==> config.mk <==
export PLATFORM = sky130hd
export DESIGN_NAME = pulse_wiper_position_control
export DESIGN_NICKNAME = d
export VERILOG_FILES = /design/src/logic/wiper_pkg.sv /design/src/logic/pulse_wiper_position_control.sv /design/src/logic/wiper_dir_decoder.sv /design/src/logic/wiper_time_base.sv
export VERILOG_INCLUDE_DIRS = /design/src /design/src/logic
export SDC_FILE = /design/constraint.sdc
export NUM_CORES = 1
export LEC_CHECK = 0
export BUFFER_PORTS_ARGS = -buffer_cell sky130_fd_sc_hd__clkbuf_2
export CAP_MARGIN = 20
export CORE_MARGIN = 4
export CORE_UTILIZATION = 55
export CTS_CLUSTER_SIZE = 8
export DETAILED_ROUTE_END_ITERATION = 8
export PLACE_DENSITY_LB_ADDON = 0.1
export REMOVE_ABC_BUFFERS = 1
export SETUP_SLACK_MARGIN = 0.5
export SYNTH_ARGS = -nofsm -noshare
export SYNTH_HDL_FRONTEND = slang
export SYNTH_SLANG_ARGS = --single-unit
export TNS_END_PERCENT = 1
==> constraint.sdc <==
create_clock -name clk -period 3.5 [get_ports clk]
set_clock_uncertainty 0.2 [all_clocks]
set_input_delay 0.35 -clock clk [delete_from_list [all_inputs] [get_ports clk]]
set_output_delay 0.35 -clock clk [all_outputs]
set_load 0.02 [all_outputs]
==> src/logic/wiper_cfg.svh <==
// timing, width and position range constants for the wiper position controller
`ifndef WIPER_CFG_SVH
`define WIPER_CFG_SVH

`define CLK_PERIOD_NS 4
`define TICK_NS 10000
`define TICK_CYCLES ((`TICK_NS + `CLK_PERIOD_NS - 1) / `CLK_PERIOD_NS)
`define MS_NS 1000000
`define US_NS 1000

`define T_PULSE_MIN_MS 1
`define T_HOLD_MS 500
`define T_REPEAT_MS 100
`define T_HIGH_MIN_MS 1
`define T_TRAIN_MS 500
`define T_LOCKOUT_MS 10
`define T_STORE_MS 4
`define T_DEBOUNCE_US 200

`define TICKS_UP_MS(ms) (((ms) * `MS_NS + `TICK_NS - 1) / `TICK_NS)
`define TICKS_DN_MS(ms) (((ms) * `MS_NS) / `TICK_NS)

`define PULSE_MIN_TICKS `TICKS_UP_MS(`T_PULSE_MIN_MS)
`define HOLD_TICKS `TICKS_DN_MS(`T_HOLD_MS)
`define REPEAT_TICKS `TICKS_DN_MS(`T_REPEAT_MS)
`define HIGH_MIN_TICKS `TICKS_UP_MS(`T_HIGH_MIN_MS)
`define TRAIN_TICKS `TICKS_DN_MS(`T_TRAIN_MS)
`define LOCKOUT_TICKS `TICKS_UP_MS(`T_LOCKOUT_MS)
`define STORE_TICKS `TICKS_UP_MS(`T_STORE_MS)
`define DEBOUNCE_TICKS ((`T_DEBOUNCE_US * `US_NS + `TICK_NS - 1) / `TICK_NS)

`define POS_BITS 6
`define POS_STEPS 64
`define POS_MIN 6'h00
`define POS_MAX 6'h3f
`define CNT_BITS 16
`define DEB_BITS 8

`endif

==> src/logic/wiper_pkg.sv <==
// types shared by the wiper position controller modules
`include "wiper_cfg.svh"
package wiper_pkg;

    typedef enum logic [1:0] {
        DIR_IDLE,
        DIR_LOW,
        DIR_REPEAT,
        DIR_IGNORE
    } dir_state_e;

    typedef struct packed {
        logic [`CNT_BITS-1:0] div;
        logic tick;
    } time_base_s;

    typedef struct packed {
        dir_state_e st;
        logic [`CNT_BITS-1:0] low_cnt;
        logic [`CNT_BITS-1:0] high_cnt;
        logic gap_ok;
        logic in_train;
        logic step;
    } dir_dec_s;

    typedef struct packed {
        logic loaded;
        logic cmd_mode;
        logic unlocked;
        logic [`CNT_BITS-1:0] lock_cnt;
        logic [1:0] deb_lvl;
        logic [1:0][`DEB_BITS-1:0] deb_cnt;
        logic str_prev;
        logic fail_prev;
        logic store_busy;
        logic [`CNT_BITS-1:0] store_cnt;
        logic nv_wr_en;
        logic [`POS_BITS-1:0] nv_wr_data;
        logic [`POS_BITS-1:0] pos;
    } wiper_top_s;

endpackage : wiper_pkg

==> src/logic/pulse_wiper_position_control.sv <==
// wiper position controller: debounce, lockout, stepping and nonvolatile store
//
// Operation
// - wiper position has 64 settings, both end terminals included
// - up request moves toward high end, down request toward low end
// - direction inputs active low; falling edge starts measuring low time
// - low pulse over 1 ms up to half a second steps once
// - pulse after too short a high gap is ignored, no step
// - hold beyond half second: step then, then every 100 ms
// - saturate at ends; opposite move only after first input released
// - contact bounce filtered inside, bare pushbuttons suffice
// - direction inputs ignored at least 10 ms after power-up
// - store input sampled at power-up: low selects command store mode
// - automatic mode stores the position when supply is removed
// - command mode: rising store pulse of 1 us stores the position
// - store input activity overrides both direction inputs
// - stepping pauses during a store and resumes if still active
// - command store lasts at least 4 ms from the store rise
// - pulses within 500 ms of each other form one train
// - internal thresholds may deviate up to ten percent
`timescale 1ns/1ps
module pulse_wiper_position_control
    import wiper_pkg::*;
#(
    parameter int TICK_CYCLES = `TICK_CYCLES
) (
    input wire logic clk,
    input wire logic rstn,
    input wire logic step_up_request_n,
    input wire logic step_down_request_n,
    input wire logic nv_save_control,
    input wire logic supply_fail,
    input wire logic [`POS_BITS-1:0] nv_read_data,
    output logic [`POS_BITS-1:0] wiper_pos,
    output logic nv_wr_en,
    output logic [`POS_BITS-1:0] nv_wr_data,
    output logic store_busy,
    output logic cmd_store_mode,
    output logic ready,
    output logic up_train,
    output logic down_train
);

    localparam logic [`CNT_BITS-1:0] LOCK_LAST = `CNT_BITS'(`LOCKOUT_TICKS - 1);
    localparam logic [`CNT_BITS-1:0] STORE_LAST = `CNT_BITS'(`STORE_TICKS - 1);
    localparam logic [`DEB_BITS-1:0] DEB_LAST = `DEB_BITS'(`DEBOUNCE_TICKS - 1);
    localparam int UP = 0;
    localparam int DOWN = 1;

    wiper_top_s s_r;
    wiper_top_s s_nxt;

    logic tick;
    logic [1:0] raw_active;
    logic [1:0] step;
    logic [1:0] train;
    logic dec_enable;
    logic dec_pause;

    // nominal figures; the tolerance band is absorbed by exact counts
    wiper_time_base #(
        .TICK_CYCLES(TICK_CYCLES)
    ) u_time_base (
        .clk(clk),
        .rstn(rstn),
        .tick(tick)
    );

    assign raw_active = {~step_down_request_n, ~step_up_request_n};
    assign dec_enable = s_r.unlocked;
    assign dec_pause = s_r.store_busy;

    generate
        for (genvar i = 0; i < 2; i++) begin : g_dir
            wiper_dir_decoder u_dec (
                .clk(clk),
                .rstn(rstn),
                .tick(tick),
                .req_active(s_r.deb_lvl[i]),
                .enable(dec_enable),
                .pause(dec_pause),
                .step(step[i]),
                .train(train[i])
            );
        end
    endgenerate

    // next position for one step, held at the end terminals
    function automatic logic [`POS_BITS-1:0] step_pos(
        input logic [`POS_BITS-1:0] pos,
        input logic go_up
    );
        logic [`POS_BITS-1:0] res;
        res = pos;
        if (go_up) begin
            if (pos != `POS_MAX) begin
                res = pos + `POS_BITS'h1;
            end
        end else begin
            if (pos != `POS_MIN) begin
                res = pos - `POS_BITS'h1;
            end
        end
        return res;
    endfunction : step_pos

    always_comb begin
        s_nxt = s_r;
        s_nxt.nv_wr_en = 1'b0;
        s_nxt.str_prev = nv_save_control;
        s_nxt.fail_prev = supply_fail;

        // contact bounce filter: level changes only after a stable spell
        for (int i = 0; i < 2; i++) begin
            if (raw_active[i] == s_r.deb_lvl[i]) begin
                s_nxt.deb_cnt[i] = '0;
            end else if (tick) begin
                if (s_r.deb_cnt[i] >= DEB_LAST) begin
                    s_nxt.deb_lvl[i] = raw_active[i];
                    s_nxt.deb_cnt[i] = '0;
                end else begin
                    s_nxt.deb_cnt[i] = s_r.deb_cnt[i] + `DEB_BITS'h1;
                end
            end
        end

        if (!s_r.loaded) begin
            // first cycle after reset release: strap and stored position
            s_nxt.loaded = 1'b1;
            s_nxt.cmd_mode = ~nv_save_control;
            s_nxt.pos = nv_read_data;
        end else begin
            // power-up lockout of the direction inputs
            if (!s_r.unlocked && tick) begin
                if (s_r.lock_cnt >= LOCK_LAST) begin
                    s_nxt.unlocked = 1'b1;
                end else begin
                    s_nxt.lock_cnt = s_r.lock_cnt + `CNT_BITS'h1;
                end
            end

            // stepping; each direction accepted only while the other is released
            if (step[UP] && !s_r.deb_lvl[DOWN]) begin
                s_nxt.pos = step_pos(s_r.pos, 1'b1);
            end else if (step[DOWN] && !s_r.deb_lvl[UP]) begin
                s_nxt.pos = step_pos(s_r.pos, 1'b0);
            end

            // store request and busy window
            if (s_r.store_busy) begin
                if (tick) begin
                    if (s_r.store_cnt >= STORE_LAST) begin
                        s_nxt.store_busy = 1'b0;
                    end else begin
                        s_nxt.store_cnt = s_r.store_cnt + `CNT_BITS'h1;
                    end
                end
            end else if ((s_r.cmd_mode && nv_save_control && !s_r.str_prev)
                         || (!s_r.cmd_mode && supply_fail && !s_r.fail_prev)) begin
                s_nxt.store_busy = 1'b1;
                s_nxt.store_cnt = '0;
                s_nxt.nv_wr_en = 1'b1;
                s_nxt.nv_wr_data = s_r.pos;
            end
        end
    end

    always_ff @(posedge clk or negedge rstn) begin
        if (!rstn) begin
            s_r <= '0;
        end else begin
            s_r <= s_nxt;
        end
    end

    assign wiper_pos = s_r.pos;
    assign nv_wr_en = s_r.nv_wr_en;
    assign nv_wr_data = s_r.nv_wr_data;
    assign store_busy = s_r.store_busy;
    assign cmd_store_mode = s_r.cmd_mode;
    assign ready = s_r.unlocked;
    assign up_train = train[UP];
    assign down_train = train[DOWN];

endmodule : pulse_wiper_position_control

==> src/logic/wiper_dir_decoder.sv <==
// pulse-width decoder for one direction input
`timescale 1ns/1ps
module wiper_dir_decoder
    import wiper_pkg::*;
(
    input wire logic clk,
    input wire logic rstn,
    input wire logic tick,
    input wire logic req_active,
    input wire logic enable,
    input wire logic pause,
    output logic step,
    output logic train
);

    localparam logic [`CNT_BITS-1:0] PULSE_MIN = `CNT_BITS'(`PULSE_MIN_TICKS);
    localparam logic [`CNT_BITS-1:0] HOLD_LAST = `CNT_BITS'(`HOLD_TICKS - 1);
    localparam logic [`CNT_BITS-1:0] REPEAT_LAST = `CNT_BITS'(`REPEAT_TICKS - 1);
    localparam logic [`CNT_BITS-1:0] HIGH_MIN = `CNT_BITS'(`HIGH_MIN_TICKS);
    localparam logic [`CNT_BITS-1:0] TRAIN_MAX = `CNT_BITS'(`TRAIN_TICKS);

    dir_dec_s s_r;
    dir_dec_s s_nxt;

    always_comb begin
        s_nxt = s_r;
        s_nxt.step = 1'b0;
        if (!enable) begin
            // a pulse already low when the lockout ends is not a fresh edge
            s_nxt.st = req_active ? DIR_IGNORE : DIR_IDLE;
            s_nxt.low_cnt = '0;
            s_nxt.high_cnt = '0;
            s_nxt.gap_ok = 1'b1;
            s_nxt.in_train = 1'b0;
        end else if (tick && !pause) begin
            unique case (s_r.st)
                DIR_IDLE: begin
                    if (req_active) begin
                        s_nxt.low_cnt = '0;
                        s_nxt.st = s_r.gap_ok ? DIR_LOW : DIR_IGNORE;
                    end else begin
                        if (s_r.high_cnt < TRAIN_MAX) begin
                            s_nxt.high_cnt = s_r.high_cnt + `CNT_BITS'h1;
                        end else begin
                            s_nxt.in_train = 1'b0;
                        end
                        if (s_r.high_cnt + `CNT_BITS'h1 >= HIGH_MIN) begin
                            s_nxt.gap_ok = 1'b1;
                        end
                    end
                end
                DIR_LOW: begin
                    if (req_active) begin
                        if (s_r.low_cnt >= HOLD_LAST) begin
                            s_nxt.step = 1'b1;
                            s_nxt.low_cnt = '0;
                            s_nxt.st = DIR_REPEAT;
                        end else begin
                            s_nxt.low_cnt = s_r.low_cnt + `CNT_BITS'h1;
                        end
                    end else begin
                        if (s_r.low_cnt > PULSE_MIN) begin
                            s_nxt.step = 1'b1;
                            s_nxt.in_train = 1'b1;
                        end
                        s_nxt.st = DIR_IDLE;
                        s_nxt.high_cnt = '0;
                        s_nxt.gap_ok = 1'b0;
                    end
                end
                DIR_REPEAT: begin
                    if (req_active) begin
                        if (s_r.low_cnt >= REPEAT_LAST) begin
                            s_nxt.step = 1'b1;
                            s_nxt.low_cnt = '0;
                        end else begin
                            s_nxt.low_cnt = s_r.low_cnt + `CNT_BITS'h1;
                        end
                    end else begin
                        s_nxt.st = DIR_IDLE;
                        s_nxt.high_cnt = '0;
                        s_nxt.gap_ok = 1'b0;
                    end
                end
                DIR_IGNORE: begin
                    if (!req_active) begin
                        s_nxt.st = DIR_IDLE;
                        s_nxt.high_cnt = '0;
                        s_nxt.gap_ok = 1'b0;
                    end
                end
            endcase
        end
    end

    always_ff @(posedge clk or negedge rstn) begin
        if (!rstn) begin
            s_r <= '{st: DIR_IDLE, low_cnt: '0, high_cnt: '0, gap_ok: 1'b1,
                     in_train: 1'b0, step: 1'b0};
        end else begin
            s_r <= s_nxt;
        end
    end

    assign step = s_r.step;
    assign train = s_r.in_train;

endmodule : wiper_dir_decoder

==> src/logic/wiper_time_base.sv <==
// free-running internal time base, one tick per tick period
`timescale 1ns/1ps
module wiper_time_base
    import wiper_pkg::*;
#(
    parameter int TICK_CYCLES = `TICK_CYCLES
) (
    input wire logic clk,
    input wire logic rstn,
    output logic tick
);

    localparam logic [`CNT_BITS-1:0] DIV_LAST = `CNT_BITS'(TICK_CYCLES - 1);

    time_base_s s_r;
    time_base_s s_nxt;

    always_comb begin
        s_nxt = s_r;
        s_nxt.tick = 1'b0;
        if (s_r.div >= DIV_LAST) begin
            s_nxt.div = '0;
            s_nxt.tick = 1'b1;
        end else begin
            s_nxt.div = s_r.div + `CNT_BITS'h1;
        end
    end

    always_ff @(posedge clk or negedge rstn) begin
        if (!rstn) begin
            s_r <= '0;
        end else begin
            s_r <= s_nxt;
        end
    end

    assign tick = s_r.tick;

endmodule : wiper_time_base

==> results.cfg, run 1 <==
[status]
status = complete, no violations

[yosys]
yosysSeqAreaShare_pct = 44.42
yosysWarningCount = 0
synth.area.top_cells = dfrtp_1, nand2_1, ha_1, nor2_1, a21oi_1
ys.flop_type = dfrtp_1
mappedNetlistArea_sq_um = 9020
synth_top_area_cell = dfrtp_1
syn_area_per_cell_sq_um = 8.895
synth_top_area_share_pct = 43.83
synth_cells = 1014
ys_ff_latch = 160
synth_edf_count = 0
synthArstFlopShare_pct = 100.0
synth.distinct_cells = 77

[global_route]
grt_pass1_wl_microns = 32310
gr-usage-all-layers_pct = 21.28
grt_max_degree = 79
antenna_found_initial = 0
grt.overflow.total = 0
grt_pass1_vias = 6648

[worst_setup_path]
arrival_ns = 2.98
cp_max_fo = 29
path_class = flip-flop to flip-flop
required_ns = 3.65
cp-end-kind = flip-flop
cp-start-kind = flip-flop

[placed_design]
dpl.hpwl_microns = 12920
gp_congestion = 0.8470
place_inst = 1208
place_area_sq_um = 9245
port_buffers = 29

[layout]
fin_util_pct = 62.26
multiInputGateArea_sq_um = 4541
area_delta_synth_final_pct = 10.45
drive_gt1_share_pct = 9.381
antennaDiodeCount = 0
nets = 1060
final_cell_mix = dfrtp_1, nand2_1, nor2_1
final_cells = 1250
layout_commonest_cell = dfrtp_1
seqCellArea_sq_um = 4006
stdcell_area_sq_um = 9962
nFillCells = 1385

[timing]
worst_pin_slew_ns = 0.7991
hold_viol = 0
period_minus_slack_ns = 2.831
holdWs_ns = 0.1847
slew_headroom_pct = 46.63
post-route-period-util_pct = 80.89
rsz0062_at_grt = true
slew_viol_final = 0
max_freq_mhz = 353.2
fin_setup_tns_ns = 0
setup_viol = 0

[drt]
drtAntennaViolNets = 0
num_vias = 7367
viasPerCell = 5.894
first_iter_violations = 492
drt-wirelength-per-cell_microns = 15.24
drcViolationCount = 0
drtPass1Iterations = 5
routed_wl_microns = 19060

[clocking]
post-cts-setup-buffer-count = 0
clock_sinks = 160
clockBufferDepth = 2
h-tree-depth = 4
clkLatencyLatePin_ns = 0.43
cts_root_buffer = clkbuf_16
cts_buffers = 17
cts_tree = done
clkTransAtPathRegs_ns = 0.07

[die]
die_area_sq_um = 18510
die_w_microns = 136.1
start_util_pct = 56.37
die_h_microns = 136.1
rows = 46
core_area_sq_um = 16000
num_io_pins = 30

[hold_path]
hold_path_class = flip-flop to flip-flop

[flow_run]
maxCapViolCount = 0

[power_and_ir_drop]
power.density_nw_per_um2 = 455.3
power.leakage_nw = 4.242
peakVddDrop_v = 0.0003592
-- kinds of logic (layout without fill, tap and decap cells) --
kind of cell	Yosys count	count (layout)	synth area share, %
xor+xnor	38	38	3.690
simple gates	414	414	22.79
flops	160	160	44.42
buf+inv	109	126	5.438
compound gates	243	243	17.35
fa+ha+maj	26	26	3.690
mux	22	22	2.538
other cells	2	5	0.08326
-- worst max-delay path: stages (launching register included) --
cell and delay, ns:
dfrtp_1 0.41, ha_1 0.26, a311o_1 0.40, o311ai_1 0.36, nand4_1 0.16, a211oi_2 0.23, buf_4 0.31, or2b_1 0.26
a31oi_1 0.15
-- metal layers --
layer	GRT usage (%)	up-vias	share of wire, %
met4	5.487	0	1.1
li1	-	3667	-
met3	4.330	19	5.0
met1	30.81	3517	49
met2	32.91	164	45
met5	0	-	0
-- Yosys cell counts, types with 5 or more instances --
library cell,count
o21ai_0,38
a31oi_1,27
a211oi_1,7
nand3_1,45
o31ai_1,13
o211ai_1,9
a41oi_1,8
and4_1,5
mux2i_1,15
nor3_1,30
buf_2,11
a21oi_1,49
buf_4,12
and2_1,14
xor2_1,22
clkbuf_1,44
o41ai_1,6
or3_1,9
and3_1,23
nor2_1,83
ha_1,25
o21ai_1,30
xnor2_1,16
nand2_1,118
nor4_1,16
a21o_1,6
inv_1,36
o22ai_1,10
nand2b_1,14
a22o_1,5
nand4_1,31
dfrtp_1,158
-- power breakdown --
group          internal (W)  leakage, nW  switching, W
Sequential          0.00199         2.12      0.000142
Clock               0.00109        0.297      0.000799
Combinational      0.000199         1.83      0.000310
Total               0.00328         4.24       0.00125
-- area by class of cell --
| cell class | instances | share of cell area [%] |
|---|---|---|
| Multi-Input combinational cell | 748 | 45.58 |
| Sequential cell | 160 | 40.22 |
| Clock buffer | 18 | 4.408 |
| Timing Repair Buffer | 57 | 4.032 |
| Tap cell | 216 | 2.713 |
| Clock inverter | 13 | 1.620 |
| Inverter | 38 | 1.432 |
-- registers in the layout, indices dropped and copies added, names as in the netlist, 2 cells and up --
register,cells
s_r,53
g_dir.u_dec.train,2
g_dir.u_dec.step,2
g_dir.u_dec.s_r,70
nv_wr_data,6
u_time_base.s_r,16
wiper_pos,6
-- through the flow --
| stage | setup slack [ns] | power, W |
|---|---|---|
| final | 0.6690 | 0.004535 |
| after global routing | 0.4752 | 0.004748 |
| after CTS | 0.6873 | 0.004586 |
| after detailed placement | 0.6945 | 0.002670 |
| after global placement | 0.7841 | 0.002655 |
| after floorplan | 0.3914 | 0.002462 |
-- worst paths after layout --
kind	start	end	slack, ns	cells after the start
setup / recovery	g_dir[1].u_dec.s_r[19]	g_dir[1].u_dec.s_r[21]	0.67	8
min in group asynchronous	rstn	s_r[18]	0.31	2
setup reg to reg	g_dir[1].u_dec.s_r[19]	g_dir[1].u_dec.s_r[21]	0.67	8
hold reg to reg	s_r[65]	s_r[65]	0.18	0
hold / removal	s_r[65]	s_r[65]	0.18	0
max in group asynchronous	rstn	g_dir[1].u_dec.s_r[15]	1.87	3
-- what timing repair did --
| action | CTS | global route |
|---|---|---|
| endpoints found under the hold margin | 86 | 0 |
| setup endpoints to repair | 0 | 3 |
| gates resized for setup | 0 | 1 |
| hold buffers | 11 | 0 |
Power figures use the tool's default switching activity.
==> run 2, diff against run 1 <==
==> constraint.sdc (replaced) <==
create_clock -name clk -period 2.7 [get_ports clk]
set_clock_uncertainty 0.2 [all_clocks]
set_input_delay 0.27 -clock clk [delete_from_list [all_inputs] [get_ports clk]]
set_output_delay 0.27 -clock clk [all_outputs]
set_load 0.02 [all_outputs]
==> results.cfg, run 2 (synthesized netlist as in run 1, its figures left out) <==
[global_route]
grt_pass1_vias = 7069
grt_use_met3_pct = 4.811
grt.overflow.total = 0
gr-usage-all-layers_pct = 22.78
antenna_found_initial = 0
top_usage_layer = met2
grt_pass1_wl_microns = 34490
met2_usage_pct = 35.03
grt_max_degree = 59
use_met1_pct = 33.20

[timing]
slew_headroom_pct = 49.87
slew_viol_final = 0
hold_viol = 0
holdWs_ns = 0.1787
worst_pin_slew_ns = 0.7520
period_minus_slack_ns = 2.455
post-route-period-util_pct = 90.92
rsz0062_at_grt = true
setup_viol = 0
max_freq_mhz = 407.3

[clocking]
clkTransAtPathRegs_ns = 0.07
clockBufferDepth = 2
cts_buffers = 17
cts_tree = done
clock_sinks = 160
clkLatencyLatePin_ns = 0.43
cts_root_buffer = clkbuf_16
h-tree-depth = 4

[layout]
stdcell_area_sq_um = 10530
nFillCells = 1346
largestRegisters = g_dir.u_dec.s_r: 70 flops, s_r: 53 flops, u_time_base.s_r: 16 flops
largest_reg_flops = 70
final_cell_mix = dfrtp_1, nand2_1, nor2_1
nets = 1114
largest-register = g_dir.u_dec.s_r
antennaDiodeCount = 0
drive_gt1_share_pct = 15.35
seqCellArea_sq_um = 4009
layout_commonest_cell = dfrtp_1
area_delta_synth_final_pct = 16.74
multiInputGateArea_sq_um = 4626

[power_and_ir_drop]
power.density_nw_per_um2 = 552.9
power.leakage_nw = 4.543
peakVddDrop_v = 0.0004921

[placed_design]
dpl.hpwl_microns = 13470
gp_congestion = 0.8625
port_buffers = 29
place_area_sq_um = 9583

[drt]
viasPerCell = 5.855
first_iter_violations = 536
drt-wirelength-per-cell_microns = 15.28
drtPass1Iterations = 5
num_vias = 7635
routed_wl_microns = 19930
drtAntennaViolNets = 0
drcViolationCount = 0

[die]
die_h_microns = 136.1
die_area_sq_um = 18510
num_io_pins = 30
start_util_pct = 56.37
rows = 46
core_area_sq_um = 16000
die_w_microns = 136.1

[worst_setup_path]
reg2reg_from = g_dir[1].u_dec.s_r[32]
regToRegSetupSlack_ns = 0.25
arrival_ns = 2.59
cp-end-kind = flip-flop
path_class = flip-flop to flip-flop
cp_max_fo = 7
startpoint = g_dir[1].u_dec.s_r[32]
cp-start-kind = flip-flop
required_ns = 2.84

[flow_run]
maxCapViolCount = 0

[hold_path]
hold_path_class = primary input to async pin

[status]
status = complete, no violations
[run 2: timing repair]
item | in CTS | in global routing
hold buffers | 11 | 0
hold endpoints to repair | 65 | 0
resized for setup | 20 | 7
pin swaps | 12 | 7
cloned | 2 | 0
setup buffers | 7 | 5
endpoints found under the setup margin | 78 | 91
[run 2: report_power, final]
group	switching, W	internal (W)
combinational	0.000424	0.000279
clock	0.000989	0.00138
sequential	0.000172	0.00258
total	0.00159	0.00424
[run 2: worst paths after layout]
path / end / cells after the start
worst max-delay path: g_dir[1].u_dec.s_r[22] / 8
worst min-delay path: s_r[20] / 2
worst max register to register: g_dir[1].u_dec.s_r[22] / 8
worst min register to register: s_r[64] / 0
max in group asynchronous: g_dir[0].u_dec.s_r[2] / 3
min in group clk: s_r[64] / 0
[run 2: layer usage]
layer | routed length, microns | vias up
met4 | 306 | 0
met1 | 9748 | 3663
met3 | 848 | 32
met2 | 9023 | 169
li1 | - | 3771
met5 | 0 | -
[run 2: critical path: stages, from the launching register on]
cell and delay [ns]:
dfrtp_2 0.45, or4_4 0.57, a211oi_2 0.20, o31ai_1 0.13, a211oi_2 0.26, buf_6 0.20, buf_6 0.12, a41oi_2 0.07
a31oi_1 0.17
[run 2: layout make-up]
type	count	area share [%]
clock buffer	22	4.598
inverter	38	1.355
sequential	160	38.07
tap	216	2.567
timing repair buffer	111	8.543
clock inverter	9	0.9387
multi-input combinational	748	43.93
[run 2: per-stage QoR]
stage / cells / util [%] / setup slack (ns) / total power (W) / setup TNS (ns)
CTS: 1299 / 65.33 / 0.2577 / 0.005885 / 0
floorplan: 946 / - / -0.4086 / 0.003192 / -4.491
global placement: 1248 / 59.89 / 0.1382 / 0.003473 / 0
global route: 1304 / 65.81 / 0.1297 / 0.006123 / 0
finish: 1304 / 65.81 / 0.2450 / 0.005822 / 0
detailed placement: 1248 / 59.89 / 0.07329 / 0.003490 / 0
==> run 3, diff against run 2 <==
--- a/config.mk
+++ b/config.mk
@@ -6,12 +6,15 @@
 export SDC_FILE = /design/constraint.sdc
 export NUM_CORES = 1
 export LEC_CHECK = 0
+export ABC_AREA = 1
 export BUFFER_PORTS_ARGS = -buffer_cell sky130_fd_sc_hd__clkbuf_2
 export CAP_MARGIN = 20
 export CORE_MARGIN = 4
 export CORE_UTILIZATION = 55
+export CTS_CLUSTER_DIAMETER = 120
 export CTS_CLUSTER_SIZE = 8
 export DETAILED_ROUTE_END_ITERATION = 8
+export MAX_ROUTING_LAYER = met4
 export PLACE_DENSITY_LB_ADDON = 0.1
 export REMOVE_ABC_BUFFERS = 1
 export SETUP_SLACK_MARGIN = 0.5
==> results.cfg, run 3 <==
[yosys]
ys_ff_latch = 160
synth.area.top_cells = dfrtp_1, nand2_1, inv_1, nor2_1, nand3_1
synth_top_area_cell = dfrtp_1
yosysWarningCount = 0
synthArstFlopShare_pct = 100.0
synth_edf_count = 0
synth_top_area_share_pct = 42.69
ys.flop_type = dfrtp_1
synth.distinct_cells = 52
syn_area_per_cell_sq_um = 7.810
synth_cells = 1186
yosys.cell_count.top_type = nand2_1
mappedNetlistArea_sq_um = 9263
yosysSeqAreaShare_pct = 43.25
synth_commonest_cells = nand2_1, dfrtp_1, inv_1, nor2_1, nand3_1

[worst_setup_path]
arrival_ns = 2.27
reg2reg_from = s_r[49]
cp-end-kind = flip-flop
cp-start-kind = flip-flop
path_class = flip-flop to flip-flop
regToRegSetupSlack_ns = 0.55
cpPeakStageDelay_ns = 0.47
cp_max_fo = 8
required_ns = 2.82
cp_slowest_cell = dfrtp_1
reg2reg_to = wiper_pos[5]
worstPathCellList = inv_2, nand2_2, ha_1, a21oi_1, nand2_1, a21oi_1, o21bai_1, o21ai_0, nand2_1
r2r_cells = 9

[power_and_ir_drop]
seqPwrFrac_pct = 45.9
peakVddDrop_v = 0.0005319
power.leakage_nw = 4.808
power.share.clock_pct = 40.5
power_frac_comb_pct = 13.6
p_sw_share_pct = 31.25
power.density_nw_per_um2 = 578.7
intPower_w = 0.004110
switching_power_w = 0.001869

[layout]
largest-register = g_dir.u_dec.s_r
largest_reg_flops = 70
fin_util_pct = 62.53
nFillCells = 1429
stdcell_area_sq_um = 10330
drive_gt1_share_pct = 11.78
area_delta_synth_final_pct = 11.55
final_cell_mix = nand2_1, dfrtp_1, inv_1
nets = 1264
antennaDiodeCount = 0
largestRegisters = g_dir.u_dec.s_r: 70 flops, s_r: 53 flops, u_time_base.s_r: 16 flops
layout_commonest_cell = nand2_1

[clocking]
cts_root_buffer = clkbuf_16
clkLatencyLatePin_ns = 0.43
clkTransAtPathRegs_ns = 0.08
clockBufferDepth = 2
cts_tree = done
h-tree-depth = 4
clock_sinks = 160
cts_buffers = 17

[placed_design]
place_ws_ns = 0.4028
dpl.hpwl_microns = 13850
gp_congestion = 0.8906
place_area_sq_um = 9559
port_buffers = 29

[drt]
drtPass1Iterations = 5
first_iter_violations = 545
wl_met2_microns = 8935
drt-wirelength-per-cell_microns = 13.24
viasPerCell = 5.299
drt-met1-wl_microns = 9477
routed_wl_microns = 19320
drcViolationCount = 0
drtAntennaViolNets = 0
num_vias = 7731
wl_met3_microns = 677
highest_layer = met4

[timing]
hold_viol = 0
holdWs_ns = 0.1570
slew_viol_final = 0
fin_setup_tns_ns = 0
timing.final.ws_setup_ns = 0.5488
rsz0062_at_grt = true
setup_viol = 0
period_minus_slack_ns = 2.151
max_freq_mhz = 464.9
slew_headroom_pct = 63.58
post-route-period-util_pct = 79.67
worst_pin_slew_ns = 0.5463

[hold_path]
hold_path_class = primary input to async pin

[global_route]
grt_pass1_vias = 7177
antenna_found_initial = 0
grt_pass1_wl_microns = 33220
grt.overflow.total = 0
gr-usage-all-layers_pct = 22.10
grt_max_degree = 59

[die]
die_w_microns = 137.8
die_h_microns = 137.8
die_area_sq_um = 18980
num_io_pins = 30
start_util_pct = 56.05
rows = 47
core_area_sq_um = 16520

[flow_run]
maxCapViolCount = 0

[status]
status = complete, no violations
run 3: changes by cell type after synthesis, moves of 29 or more:
| cell | delta |
|---|---|
| clkbuf_1 | -34 |
| inv_1 | +109 |
| nand2_1 | +186 |
| nand3_1 | +41 |
| nor2_1 | +44 |
| o21ai_1 | -29 |
run 3: worst max path at each step:
stage | cells past startpoint | slack [ns] | end | startpoint
floorplan | 8 | 0.58 | g_dir[0].u_dec.s_r[34] | ready
global placement | 9 | 0.49 | wiper_pos[5] | s_r[49]
detailed placement | 9 | 0.40 | wiper_pos[5] | s_r[49]
CTS | 10 | 0.49 | g_dir[0].u_dec.s_r[34] | g_dir[0].u_dec.s_r[19]
global route | 8 | 0.39 | g_dir[0].u_dec.s_r[24] | g_dir[0].u_dec.s_r[19]
finish | 9 | 0.55 | wiper_pos[5] | s_r[49]
run 3: logic make-up (layout without fill, tap and decap cells):
logic type               after synthesis  after routing  share of synthesized area, %
multiplexers                           1              1                        0.1081
other                                  2              5                       0.08108
buffers and inverters                192            241                         8.983
flip-flops                           160            160                         43.25
AND/OR/NAND/NOR                      615            616                         29.38
AO/OA/AOI/OAI                        152            152                         11.01
adder cells (fa/ha/maj)               26             26                         3.593
XOR/XNOR                              38             38                         3.593
run 3: worst max-delay path: cells and delay by family, from the launching register on:
family                   cells  cell delay [ns]
AND/OR/NAND/NOR              3             0.31
adder cells (fa/ha/maj)      1             0.36
buffers and inverters        1             0.15
flip-flops                   1             0.47
AO/OA/AOI/OAI                4             0.56
run 3: final cells by class:
class | count | area [sq um] | area share, %
multi-input cells | 838 | 4473 | 43.29
flip-flops and latches | 160 | 4008 | 38.79
inverters | 154 | 580.6 | 5.619
clock buffers | 17 | 425.4 | 4.117
repair buffers | 55 | 386.6 | 3.742
well taps | 220 | 275.3 | 2.664
clock inverters | 15 | 183.9 | 1.780
run 3: per-stage QoR:
step / total power (W) / cells
2_1_floorplan: 0.003282 / 1151
3_3_place_gp: 0.003562 / 1413
3_5_place_dp: 0.003583 / 1413
4_1_cts: 0.006022 / 1456
5_1_grt: 0.006290 / 1459
6_report: 0.005979 / 1459
run 3: what timing repair did:
| action | CTS | global route |
|---|---|---|
| gates cloned | 0 | 1 |
| gates resized for setup | 3 | 10 |
| endpoints found under the setup margin | 5 | 80 |
| hold buffers | 11 | 0 |
| pin swaps | 0 | 2 |
| buffers inserted | 0 | 2 |
| hold endpoints to repair | 65 | 0 |
run 3: routing by layer:
metal | up-vias | global-route usage, %
met5 | - | -
met4 | 0 | 5.488
met3 | 23 | 4.346
met2 | 106 | 34.27
met1 | 3660 | 30.10
li1 | 3942 | -
run 3: power groups by stage:
stage | Clock (W) | Combinational, W | Sequential (W)
floorplan | 0 | 0.000460 | 0.00282
global placement | 0 | 0.000784 | 0.00278
detailed placement | 0 | 0.000798 | 0.00278
CTS | 0.00247 | 0.000813 | 0.00274
global route | 0.00259 | 0.000928 | 0.00277
finish | 0.00242 | 0.000813 | 0.00274
